`config.mk`:
```
export PLATFORM = sky130hd
export DESIGN_NAME = tx_timing_source_select
export DESIGN_NICKNAME = d
export VERILOG_FILES = /design/src/hdl/tx_timing_pkg.sv /design/src/hdl/tx_clock_switch.sv /design/src/hdl/tx_timing_source_select.sv
export SDC_FILE = /design/constraint.sdc
export NUM_CORES = 1
export LEC_CHECK = 0
export BUFFER_PORTS_ARGS = -buffer_cell sky130_fd_sc_hd__buf_2
export CAP_MARGIN = 20
export CORE_MARGIN = 10
export CORE_UTILIZATION = 40
export CTS_CLUSTER_DIAMETER = 80
export DETAILED_ROUTE_END_ITERATION = 10
export HOLD_SLACK_MARGIN = 0.03
export PLACE_DENSITY = 0.73
export SLEW_MARGIN = 20
export SYNTH_ARGS = -nofsm -noshare
export SYNTH_HDL_FRONTEND = slang
export SYNTH_HIERARCHICAL = 1
export SYNTH_SLANG_ARGS = --single-unit
```
`constraint.sdc`:
```
create_clock -name SYS_CLK -period 2.03 [get_ports SYS_CLK]
set_input_delay 0.3045 -clock SYS_CLK [delete_from_list [all_inputs] [get_ports SYS_CLK]]
set_output_delay 0.3045 -clock SYS_CLK [all_outputs]
set_load 0.01 [all_outputs]
```
`src/hdl/tx_timing_pkg.sv`:
```
// Shared constants and types for the transmit timing source select block.
`default_nettype none
package tx_timing_pkg;
  localparam int CLK_PERIOD_NS = 5;
  localparam int SWITCH_GAP_NS = 100;
  localparam int SWITCH_GAP_CYC = (SWITCH_GAP_NS + CLK_PERIOD_NS - 1) / CLK_PERIOD_NS;

  localparam logic [7:0] OFS_CLK_SEL = 8'h00;
  localparam logic [7:0] OFS_STATUS = 8'h04;

  localparam int BIT_VIOL = 7;
  localparam int BIT_T1 = 6;
  localparam int BIT_ALIGN = 5;
  localparam int BIT_PROTECT = 4;
  localparam int BIT_STAT_LOSS = 5;

  localparam logic [7:0] CLK_SEL_RESET = 8'h11;

  typedef enum logic [1:0] {
    SRC_LINE = 2'b00,
    SRC_EXT = 2'b01,
    SRC_PLL = 2'b10,
    SRC_LINE_ALT = 2'b11
  } src_t;

  typedef struct packed {
    logic serial_clock;
    logic frame_sync;
    logic multiframe_sync;
  } pin_oe_t;

  typedef struct packed {
    logic line;
    logic ext;
    logic pll;
  } src_en_t;
endpackage : tx_timing_pkg
`default_nettype wire

```
`src/hdl/tx_clock_switch.sv`:
```
// Break-before-make gating of the transmit timing source enables.
`default_nettype none
module tx_clock_switch #(
  parameter int GAP_CYC = tx_timing_pkg::SWITCH_GAP_CYC
) (
  input wire logic clk,
  input wire logic rst_n,
  input wire tx_timing_pkg::src_t want_src,
  output tx_timing_pkg::src_en_t src_en,
  output logic settled
);
  localparam int CW = $clog2(GAP_CYC + 1);

  typedef enum logic {
    SW_RUN = 1'b0,
    SW_GAP = 1'b1
  } sw_state_t;

  typedef struct packed {
    sw_state_t st;
    tx_timing_pkg::src_t cur;
    logic [CW-1:0] cnt;
    tx_timing_pkg::src_en_t en;
  } sw_t;

  localparam sw_t SW_RESET = '{st: SW_RUN, cur: tx_timing_pkg::SRC_EXT, cnt: '0,
                               en: '{line: 1'b0, ext: 1'b1, pll: 1'b0}};

  sw_t sw_q;
  sw_t sw_d;

  function automatic tx_timing_pkg::src_en_t onehot(input tx_timing_pkg::src_t s);
    tx_timing_pkg::src_en_t e;
    e = '0;
    unique case (s)
      tx_timing_pkg::SRC_PLL: e.pll = 1'b1;
      tx_timing_pkg::SRC_EXT: e.ext = 1'b1;
      tx_timing_pkg::SRC_LINE, tx_timing_pkg::SRC_LINE_ALT: e.line = 1'b1;
    endcase
    return e;
  endfunction : onehot

  always_comb begin
    sw_d = sw_q;
    unique case (sw_q.st)
      SW_RUN: begin
        if (want_src != sw_q.cur) begin
          sw_d.st = SW_GAP;
          sw_d.cnt = CW'(GAP_CYC);
          sw_d.en = '0;
        end
      end
      SW_GAP: begin
        if (sw_q.cnt != '0) begin
          sw_d.cnt = sw_q.cnt - 1'b1;
        end else begin
          sw_d.st = SW_RUN;
          sw_d.cur = want_src;
          sw_d.en = onehot(want_src);
        end
      end
    endcase
  end

  always_ff @(posedge clk or negedge rst_n) begin
    if (!rst_n) begin
      sw_q <= SW_RESET;
    end else begin
      sw_q <= sw_d;
    end
  end

  assign src_en = sw_q.en;
  assign settled = (sw_q.st == SW_RUN) && (sw_q.cur == want_src);

  // Counts the cycles during which no source is enabled.
  logic [7:0] off_cnt;
  always_ff @(posedge clk or negedge rst_n) begin
    if (!rst_n) begin
      off_cnt <= 8'hff;
    end else if (sw_q.en != '0) begin
      off_cnt <= 8'h00;
    end else if (off_cnt != 8'hff) begin
      off_cnt <= off_cnt + 8'h01;
    end
  end
endmodule : tx_clock_switch
`default_nettype wire

```
`src/hdl/tx_timing_source_select.sv`:
```
// Transmit timing source select with APB register access and pin direction control.
`default_nettype none
module tx_timing_source_select #(
  parameter int ADDR_W = 8,
  parameter int GAP_CYC = tx_timing_pkg::SWITCH_GAP_CYC
) (
  input wire logic SYS_CLK,
  input wire logic RESETN,
  input wire logic PSEL,
  input wire logic PENABLE,
  input wire logic PWRITE,
  input wire logic [ADDR_W-1:0] PADDR,
  input wire logic [31:0] PWDATA,
  output logic [31:0] PRDATA,
  output logic PREADY,
  output logic PSLVERR,
  input wire logic LINE_CLK_LOST,
  input wire logic BASE_RATE_MODE,
  input wire logic SYNC_INVERT,
  output tx_timing_pkg::src_en_t TX_SRC_EN,
  output logic TX_SRC_SETTLED,
  output tx_timing_pkg::pin_oe_t TX_PIN_OE,
  output logic LINE_STANDARD_T1,
  output logic TX_ALIGN_ACTIVE,
  output logic LINE_CODE_VIOLATION_INSERT,
  output logic CLOCK_LOSS_STATUS
);
  typedef struct packed {
    logic [7:0] ctl;
    logic loss;
    logic viol;
    logic [2:0] sync;
    logic lost;
    logic lost_prev;
    logic align;
    tx_timing_pkg::pin_oe_t pin_oe;
    logic [31:0] prdata;
  } state_t;

  localparam state_t ST_RESET = '{ctl: tx_timing_pkg::CLK_SEL_RESET, loss: 1'b0, viol: 1'b0,
                                  sync: 3'h0, lost: 1'b0, lost_prev: 1'b0, align: 1'b0,
                                  pin_oe: '0, prdata: 32'h0000_0000};

  state_t st_q;
  state_t st_d;

  tx_timing_pkg::src_t cfg_src;
  tx_timing_pkg::src_t eff_src;
  logic line_cfg;
  logic fallback;
  logic setup;
  logic access;
  logic hit_ctl;
  logic hit_stat;
  logic wr_ctl;
  logic wr_stat;
  logic loss_set;
  logic clk_out;
  logic [31:0] status_word;

  always_comb begin
    cfg_src = tx_timing_pkg::src_t'(st_q.ctl[1:0]);
    line_cfg = (cfg_src == tx_timing_pkg::SRC_LINE) || (cfg_src == tx_timing_pkg::SRC_LINE_ALT);
    fallback = st_q.ctl[tx_timing_pkg::BIT_PROTECT] && line_cfg && st_q.lost;
    if (fallback) begin
      eff_src = tx_timing_pkg::SRC_PLL;
    end else if (line_cfg) begin
      eff_src = tx_timing_pkg::SRC_LINE;
    end else begin
      eff_src = cfg_src;
    end
  end

  always_comb begin
    setup = PSEL && !PENABLE;
    access = PSEL && PENABLE;
    hit_ctl = (PADDR == ADDR_W'(tx_timing_pkg::OFS_CLK_SEL));
    hit_stat = (PADDR == ADDR_W'(tx_timing_pkg::OFS_STATUS));
    wr_ctl = access && PWRITE && hit_ctl;
    wr_stat = access && PWRITE && hit_stat;
    status_word = {26'h0, st_q.loss, 1'b0, st_q.lost, fallback, eff_src};
    loss_set = st_q.lost && !st_q.lost_prev;
    clk_out = BASE_RATE_MODE && (cfg_src != tx_timing_pkg::SRC_EXT);
  end

  always_comb begin
    st_d = st_q;
    // A pin change is accepted once the second and third stages agree.
    st_d.sync = {st_q.sync[1:0], LINE_CLK_LOST};
    if (st_q.sync[1] == st_q.sync[2]) begin
      st_d.lost = st_q.sync[2];
    end
    st_d.lost_prev = st_q.lost;
    if (wr_ctl) begin
      st_d.ctl = PWDATA[7:0];
    end
    st_d.viol = wr_ctl && PWDATA[tx_timing_pkg::BIT_VIOL] && !st_q.ctl[tx_timing_pkg::BIT_VIOL];
    if (loss_set && st_q.ctl[tx_timing_pkg::BIT_PROTECT]) begin
      st_d.loss = 1'b1;
    end else if (wr_stat && PWDATA[tx_timing_pkg::BIT_STAT_LOSS]) begin
      st_d.loss = 1'b0;
    end
    st_d.align = st_q.ctl[tx_timing_pkg::BIT_ALIGN] && (eff_src == tx_timing_pkg::SRC_PLL);
    st_d.pin_oe.serial_clock = clk_out;
    st_d.pin_oe.frame_sync = clk_out && !SYNC_INVERT;
    st_d.pin_oe.multiframe_sync = clk_out && !SYNC_INVERT;
    if (setup) begin
      if (hit_ctl) begin
        st_d.prdata = {24'h0, st_q.ctl};
      end else if (hit_stat) begin
        st_d.prdata = status_word;
      end else begin
        st_d.prdata = 32'h0000_0000;
      end
    end
  end

  always_ff @(posedge SYS_CLK or negedge RESETN) begin
    if (!RESETN) begin
      st_q <= ST_RESET;
    end else begin
      st_q <= st_d;
    end
  end

  tx_clock_switch #(
    .GAP_CYC(GAP_CYC)
  ) u_switch (
    .clk(SYS_CLK),
    .rst_n(RESETN),
    .want_src(eff_src),
    .src_en(TX_SRC_EN),
    .settled(TX_SRC_SETTLED)
  );

  assign PRDATA = st_q.prdata;
  assign PREADY = 1'b1;
  assign PSLVERR = access && !hit_ctl && !hit_stat;
  assign TX_PIN_OE = st_q.pin_oe;
  assign LINE_STANDARD_T1 = st_q.ctl[tx_timing_pkg::BIT_T1];
  assign TX_ALIGN_ACTIVE = st_q.align;
  assign LINE_CODE_VIOLATION_INSERT = st_q.viol;
  assign CLOCK_LOSS_STATUS = st_q.loss;

  // Marks the first edge after reset release.
  logic first_q;
  always_ff @(posedge SYS_CLK or negedge RESETN) begin
    if (!RESETN) begin
      first_q <= 1'b1;
    end else begin
      first_q <= 1'b0;
    end
  end

  // Count of cycles with every source gated off.
  logic [15:0] dark_q;
  always_ff @(posedge SYS_CLK or negedge RESETN) begin
    if (!RESETN) begin
      dark_q <= 16'h0000;
    end else if (TX_SRC_EN != '0) begin
      dark_q <= 16'h0000;
    end else if (dark_q != 16'hffff) begin
      dark_q <= dark_q + 16'h0001;
    end
  end
endmodule : tx_timing_source_select
`default_nettype wire

```
==> results of run 1 <==
==> power breakdown <==
group	switching [W]	internal, W
registers	0.000108	0.000822
logic	0.000242	0.000230
clock network	0.000240	0.000306
==> area by class of cell <==
cell class / instances / area [um2] / share of cell area [%]
clock buffers: 7 / 96.3 / 4.16
inverters: 9 / 33.8 / 1.46
clock inverters: 1 / 5.00 / 0.216
multi-input cells: 116 / 885 / 38.2
repair buffers: 52 / 283 / 12.2
flip-flops and latches: 37 / 931 / 40.2
well taps: 67 / 83.8 / 3.62
==> state kept, by name, summed over array words and instances, names as in the netlist <==
name and flops:
TX_ALIGN_ACTIVE 1, CLOCK_LOSS_STATUS 1, st_d 3, u_switch/sw_q 8
st_q 7, cfg_src 2, LINE_STANDARD_T1 1, u_switch/src_en 3
LINE_CODE_VIOLATION_INSERT 1, TX_PIN_OE 2, PRDATA 8
==> cells by family (layout without fill, tap and decap cells) <==
kind of cell | Yosys count | after routing
multiplexers | 13 | 13
buffers and inverters | 51 | 69
adder cells (fa/ha/maj) | 7 | 7
AO/OA/AOI/OAI | 27 | 27
other | 2 | 25
XOR/XNOR | 3 | 3
flip-flops | 37 | 37
AND/OR/NAND/NOR | 41 | 41
==> layer usage <==
metal | vias up | part of all wire, %
met4 | 0 | 0.59
met2 | 38 | 51
li1 | 641 | -
met3 | 2 | 10
met5 | - | 0
met1 | 613 | 38
==> synth_stat cells (all sizes together) (2+ instances only) <==
cell and instances:
o31ai 5, conb 2, and3 2, clkbuf 3, o2bb2ai 3, nand2 15, dfstp 4, and3b 2
o21ai 9, nand2b 3, nand3 3, ha 6, nor4 2, dfrtp 33, mux2 11, or3 2
inv 9, mux2i 2, xnor2 3, nor2b 4, buf 39
==> timing repair <==
action                                  in CTS  in global routing
pin swaps                                    5                  1
endpoints found under the hold margin        0                  0
endpoints found under the setup margin       8                  6
gates cloned                                 0                  0
resized for setup                            9                  1
buffers inserted                             1                  1
==> metrics by stage <==
step / instance area, um2 / setup WS (ns) / TNS (ns) / std cells
after global routing: 2320 / -0.204 / -0.204 / 289
after floorplan: 2090 / 0.0135 / 0 / 204
after CTS: 2310 / -0.135 / -0.135 / 289
final: 2320 / -0.109 / -0.109 / 289
after global placement: 2140 / -0.0356 / -0.150 / 280
after detailed placement: 2140 / -0.0522 / -0.179 / 280
==> how the worst min path moves through the flow <==
stage	cells after the start	to
floorplan	0	CLOCK_LOSS_STATUS
finish	1	LINE_CODE_VIOLATION_INSERT
CTS	1	st_d[39]
global placement	0	st_d[40]
detailed placement	0	st_d[40]
global route	1	st_d[39]
==> results.ini, run 1 <==
[status]
status=finished with violations
violations=setup timing

[worst_setup_path]
r2r_cells=8
crit_slowest_cell=dfstp_2
crit_cells=7
reg2reg_from=cfg_src[0]
critPathMaxStageDelay_ns=0.54
crit_fanout=5
endpoint=TX_SRC_SETTLED
path_cells=inv_2, ha_4, nand3_4, and2_4, xnor2_2, and3_1, buf_2
crit_type=flop to primary output
cp-startpoint=cfg_src[0]
cp-start-kind=flop
cp-end-kind=primary output
worstPathArrival_ns=1.83
critical_path.top_delay_family=flip-flops
cp_num_buf_inv=2
r2r_slack_ns=0.15
worstPathRequired_ns=1.73
r2r_end=u_switch/sw_q[3]

[clock_network]
clk_pin_slew_ns=0.07
clkSinkCount=37
clockBufferDepth=2
cts_tree=yes
htree_levels=2
postCtsHoldBufs=0
clock_latency_ns=0.28
numCtsBuffers=5
root_buffer=clkbuf_8

[layout]
drive_gt1_share_pct=41.4
n_antenna_cell=0
final_cell_mix=43 x buf_2, 33 x dfrtp_1, 25 x conb_1, 15 x nand2_1, 11 x mux2_2
fin_util_pct=48.4
mostFrequentLayoutCell=buf_2
final_nets=275
fill_cells=460
syn_to_final_growth_pct=15.7

[pwr]
power_density_nw_per_um2=841
ir_drop_mv=0.461
power_w=0.00195
p_leak_nw=1.11

[logic_synthesis]
synth_compound_area_share_pct=9.62
ys_types=43
synth_top_family_by_area=buffers and inverters
syn_area_per_cell_um2=11.1
synth_simple_gate_area_share_pct=13.9
synthAdderAreaFrac_pct=4.25
synth_top_area_share_pct=41.2
synth_top_flop_cell=dfrtp_1
yosys_warnings=6
synth_area_leaders=dfrtp_1 41%, buf_4 15%, mux2_2 6.2%
synth-edff-count=0
synth-xor-area-share_pct=1.31
async_flop_share_pct=100
synthCells=181
yosysTopAreaCell=dfrtp_1
netlist_area_um2=2000
muxShareOfSynthArea_pct=7.18
synth_seq_cells=37
ys_seq_area_share_pct=46.5

[global_route]
grt.busiest_layer=met2
grt_antenna_before_repair=0
grt_pass1_vias=1423
grt_util_met3_pct=5.49
grt_first_pass_wirelength_um=6530
grt_max_degree=38
gr-total-overflow=0
use_met2_pct=16.8
grtUsageTotal_pct=9.68
met1_usage_pct=9.51

[timing]
holdWs_ns=0.107
finClkSkew_ns=0.00454
drv_slew=0
rsz0062_at_grt=true
hold_viol_final=0
fin_ws_ns=-0.109
max_slew_margin_pct=46.2
max_freq_mhz=467
finalCritPeriodShare_pct=105
period_minus_slack_ns=2.14
worstMarginPinSlew_ns=0.807
setup_viol=1

[drt]
firstDrtPassIters=4
num_vias=1294
drtIter0Drc=78
vias_per_cell=4.48
postRouteAntennaNets=0
routed_wl_um=3920
wl_per_cell_um=13.5
drc=0

[place]
gp_congestion=0.776
io_buffers=43
hpwl_um=3090

[floorplanning]
rows=25
die_area_um2=8240
coreArea_um2=4790
die_w_um=90.8
ios=93
initial_core_util_pct=41.9
chipHeight_um=90.8

[run]
drv_cap=0

[hold_path]
min_path_type=input port to async pin

Power figures use the tool's default switching activity.
==> run 2, diff against run 1 <==
Settings changed: PLACE_DENSITY 0.73 to 0.7.
Clock period 2.03 ns to 2.25 ns, I/O delays scaled along.
==> results.ini, run 2 (synthesis results as in run 1) <==
[layout]
drive_gt1_share_pct=39.4
design_area_um2=2270
final_cell_mix=43 x buf_2, 33 x dfrtp_1, 25 x conb_1, 15 x nand2_1, 11 x mux2_2
final_nets=271
syn_to_final_growth_pct=13.1
mostFrequentLayoutCell=buf_2
n_antenna_cell=0

[worst_setup_path]
cp_num_buf_inv=2
cp-start-kind=flop
critical_path.top_delay_family=flip-flops
crit_slowest_cell=dfstp_2
cp-end-kind=primary output
reg2reg_from=cfg_src[0]
r2r_end=u_switch/sw_q[5]
path_cells=inv_2, ha_4, nand3_4, and2_4, xnor2_2, and3_1, buf_2
r2r_slack_ns=0.31
crit_type=flop to primary output
critPathMaxStageDelay_ns=0.54
r2r_cells=8
worstPathArrival_ns=1.86
worstPathRequired_ns=1.91
crit_fanout=6

[global_route]
gr-total-overflow=0
grt_max_degree=38
grtUsageTotal_pct=9.58
grt_antenna_before_repair=0
grt_pass1_vias=1371
grt_first_pass_wirelength_um=6530

[pwr]
power_density_nw_per_um2=761
ir_drop_mv=0.375
p_leak_nw=1.09

[clock_network]
clock_latency_ns=0.28
htree_levels=2
clkSinkCount=37
clockBufferDepth=2
numCtsBuffers=5
postCtsHoldBufs=0
cts_tree=yes
root_buffer=clkbuf_8
clk_pin_slew_ns=0.07

[floorplanning]
chipHeight_um=90.8
ios=93
die_w_um=90.8
coreArea_um2=4790
die_area_um2=8240
rows=25
initial_core_util_pct=41.9

[place]
gp_congestion=0.791
post_dp_cell_area_um2=2110
io_buffers=43
hpwl_um=3000

[drt]
drtIter0Drc=42
firstDrtPassIters=4
routed_wl_um=3840
postRouteAntennaNets=0
wl_per_cell_um=13.5
num_vias=1270
vias_per_cell=4.46
drc=0

[timing]
worstMarginPinSlew_ns=0.824
hold_viol_final=0
period_minus_slack_ns=2.20
drv_slew=0
finalCritPeriodShare_pct=97.8
max_freq_mhz=454
rsz0062_at_grt=true
setup_viol=0
finClkSkew_ns=0.00486
max_slew_margin_pct=45.1
holdWs_ns=0.144

[run]
drv_cap=0

[status]
status=finished, final reports clean

[hold_path]
min_path_type=input port to async pin

-- run 2: changes by cell type in the layout (fill, tap and decap cells not counted) --
cell       previous run  this run
a2bb2oi_2             1         0
a32oi_2               0         1
xnor2_2               2         1
buf_4                 9         5
a32oi_4               1         0
nand2b_4              0         1
a21oi_1               0         1
xnor2_1               1         2
nand2b_1              3         2
a21oi_2               1         0
a2bb2oi_1             0         1
-- run 2: how the worst max path moves through the flow --
stage | end | cells after the start | start | slack [ns]
after detailed placement | TX_SRC_SETTLED | 7 | cfg_src[0] | 0.15
after global placement | TX_SRC_SETTLED | 7 | cfg_src[0] | 0.14
after floorplan | TX_SRC_SETTLED | 6 | cfg_src[0] | 0.20
final | TX_SRC_SETTLED | 7 | cfg_src[0] | 0.05
after global routing | TX_SRC_SETTLED | 7 | cfg_src[0] | -0.04
after CTS | TX_SRC_SETTLED | 7 | cfg_src[0] | 0.005
-- run 2: what timing repair did --
item / in CTS / in global routing
gates resized for setup: 6 / 1
buffers inserted: 1 / 0
pin swaps: 4 / 0
gates cloned: 0 / 0
endpoints found under the setup margin: 1 / 1
-- run 2: worst register-to-register path, stage by stage (launching register included) --
cell and delay (ns):
dfstp_2 0.54, inv_2 0.04, ha_4 0.26, nand3_4 0.11
and2_4 0.18, xnor2_2 0.13, buf_4 0.15, a32oi_2 0.27
a2bb2oi_1 0.19
-- run 2: metrics by stage --
step	power (W)	setup TNS [ns]	util (%)	setup WS [ns]	instances
global route	0.00184	-0.0404	47.3	-0.0404	285
finish	0.00172	0	47.3	0.0489	285
global placement	0.00122	0	44.2	0.142	276
CTS	0.00175	0	47.3	0.00547	285
detailed placement	0.00123	0	44.2	0.145	276
floorplan	0.00115	0	-	0.200	204
-- run 2: power by group --
part | switching, W | internal [W] | total [W]
clock network | 0.000228 | 0.000277 | 0.000505
logic | 0.000202 | 0.000186 | 0.000388
registers | 0.0000901 | 0.000741 | 0.000831
total | 0.000520 | 0.00120 | 0.00172
-- run 2: cell type report --
class | count | area [um2]
Clock inverter | 1 | 5.00
Clock buffer | 7 | 96.3
Timing Repair Buffer | 48 | 253
Multi-Input combinational cell | 116 | 863
Fill cell | 449 | 2520
Tap cell | 67 | 83.8
Inverter | 9 | 33.8
Sequential cell | 37 | 931
-- run 2: metal layers --
metal / vias up / part of all wire (%) / GRT usage, %
li1: 625 / - / -
met1: 600 / 41 / 10.0
met2: 41 / 48 / 16.4
met3: 4 / 9.9 / 4.66
met4: 0 / 0.83 / 3.18
met5: - / 0 / 0
==> run 3, diff against run 2 <==
Settings changed: ABC_AREA set to 1, PLACE_DENSITY 0.7 to 0.69.
==> results.ini, run 3 <==
[status]
status=finished, final reports clean

[layout]
final_nets=343
fin_cells=360
syn_to_final_growth_pct=15.3
final_cell_mix=81 x nand2_1, 42 x buf_2, 33 x dfrtp_1, 25 x conb_1, 19 x inv_1
n_antenna_cell=0
mostFrequentLayoutCell=nand2_1
design_area_um2=2440
drive_gt1_share_pct=32.1
fin_util_pct=47.7

[global_route]
grtUsageTotal_pct=10.1
grt_max_degree=38
grt_pass1_vias=1585
grt_first_pass_wirelength_um=7160
gr-total-overflow=0
grt_antenna_before_repair=0

[drt]
vias_per_cell=4.19
drtIter0Drc=34
routed_wl_um=4220
firstDrtPassIters=4
wl_per_cell_um=11.7
drc=0
num_vias=1510
postRouteAntennaNets=0

[place]
gp_congestion=0.793
hpwl_um=3230
io_buffers=43
post-place-cells=343
post_dp_cell_area_um2=2210

[timing]
rsz0062_at_grt=true
drv_slew=0
finalCritPeriodShare_pct=97.4
period_minus_slack_ns=2.19
worstMarginPinSlew_ns=0.797
finClkSkew_ns=0.00502
max_slew_margin_pct=46.9
holdWs_ns=0.129
hold_viol_final=0
max_freq_mhz=456
setup_viol=0

[clock_network]
clkSinkCount=37
htree_levels=2
clk_pin_slew_ns=0.07
root_buffer=clkbuf_8
clockBufferDepth=2
clock_latency_ns=0.29
numCtsBuffers=5
cts_tree=yes

[logic_synthesis]
synthTopCellsByCount=83 x nand2_1, 39 x buf_4, 33 x dfrtp_1, 23 x inv_1, 20 x nand3_1
synth_area_leaders=dfrtp_1 39%, nand2_1 15%, buf_4 14%
synth-xor-area-share_pct=0.829
synth_simple_gate_area_share_pct=30.0
ys_types=26
synth_top_area_share_pct=39.1
async_flop_share_pct=100
synth_top_family_by_area=simple AND/OR/NAND/NOR gates
synth_top_flop_cell=dfrtp_1
netlist_area_um2=2110
yosysTopAreaCell=dfrtp_1
syn_area_per_cell_um2=8.62
synth-edff-count=0
synthAdderAreaFrac_pct=4.03
synth_seq_cells=37
muxShareOfSynthArea_pct=0
synth_compound_area_share_pct=2.07
yosys_warnings=6
synthCells=245
synth_most_common_cell=nand2_1
ys_seq_area_share_pct=44.1

[worst_setup_path]
crit_type=flop to primary output
worstPathArrival_ns=1.85
worstPathRequired_ns=1.91
crit_fanout=3
cp-end-kind=primary output
cp-start-kind=flop

[floorplanning]
die_area_um2=8590
initial_core_util_pct=41.4
chipHeight_um=92.7
ios=93
die_w_um=92.7
coreArea_um2=5110
rows=26

[pwr]
ir_drop_mv=0.360
power_density_nw_per_um2=728
p_leak_nw=1.41

[run]
drv_cap=0

[hold_path]
min_path_type=input port to async pin

## run 3: final cells by class
class | count | area, um2
Clock buffer | 7 | 96.3
Clock inverter | 1 | 5.00
Fill cell | 537 | 2670
Inverter | 23 | 86.3
Multi-Input combinational cell | 168 | 926
Sequential cell | 37 | 931
Tap cell | 70 | 87.6
Timing Repair Buffer | 54 | 304
## run 3: cell families (layout without fill, tap and decap cells)
group                    after synthesis  after routing
buffers and inverters                 63             85
AO/OA/AOI/OAI                          7              7
adder cells (fa/ha/maj)                7              7
XOR/XNOR                               2              2
other                                  2             25
AND/OR/NAND/NOR                      127            127
flip-flops                            37             37
## run 3: stage by stage
step,worst slack (ns),total power (W),setup TNS (ns)
floorplan,0.370,0.00117,0
global placement,0.205,0.00122,0
detailed placement,0.158,0.00124,0
CTS,0.0148,0.00177,0
global route,-0.0217,0.00191,-0.0217
finish,0.0587,0.00177,0
## run 3: worst paths after layout
path,cells past startpoint,slack (ns),to,start
min,1,0.13,u_switch/sw_q[6],RESETN
min reg2reg,0,0.36,st_d[40],st_d[39]
min in group SYS_CLK,1,0.15,st_d[39],LINE_CLK_LOST
max,9,0.06,TX_SRC_SETTLED,cfg_src[0]
max in group asynchronous,1,1.62,st_d[36],RESETN
max reg2reg,14,0.12,TX_ALIGN_ACTIVE,cfg_src[0]
## run 3: repair_timing
| item | in CTS | in global routing |
|---|---|---|
| gates resized for setup | 6 | 8 |
| hold endpoints to repair | 0 | 0 |
| hold buffers | 0 | 0 |
| pin swaps | 3 | 4 |
| setup endpoints to repair | 1 | 2 |
| buffers inserted | 9 | 0 |
## run 3: layer usage
metal,vias up,routed length (um),GRT usage (%)
met5,-,0,0
met4,0,45,3.08
met3,6,310,4.36
met2,36,2170,17.5
met1,692,1690,11.0
li1,776,-,-
## run 3: critical path, stage by stage, from the launching register on
cell     delay (ns)
dfstp_2        0.54
inv_2          0.04
ha_4           0.26
nand3_4        0.10
nand2_2        0.09
inv_2          0.05
xnor2_2        0.19
nand3_2        0.12
inv_2          0.08
buf_6          0.09
## run 3: where the power goes
part / total, W / switching [W] / internal, W
Sequential: 0.000805 / 0.0000619 / 0.000743
Combinational: 0.000464 / 0.000278 / 0.000186
Clock: 0.000504 / 0.000227 / 0.000277
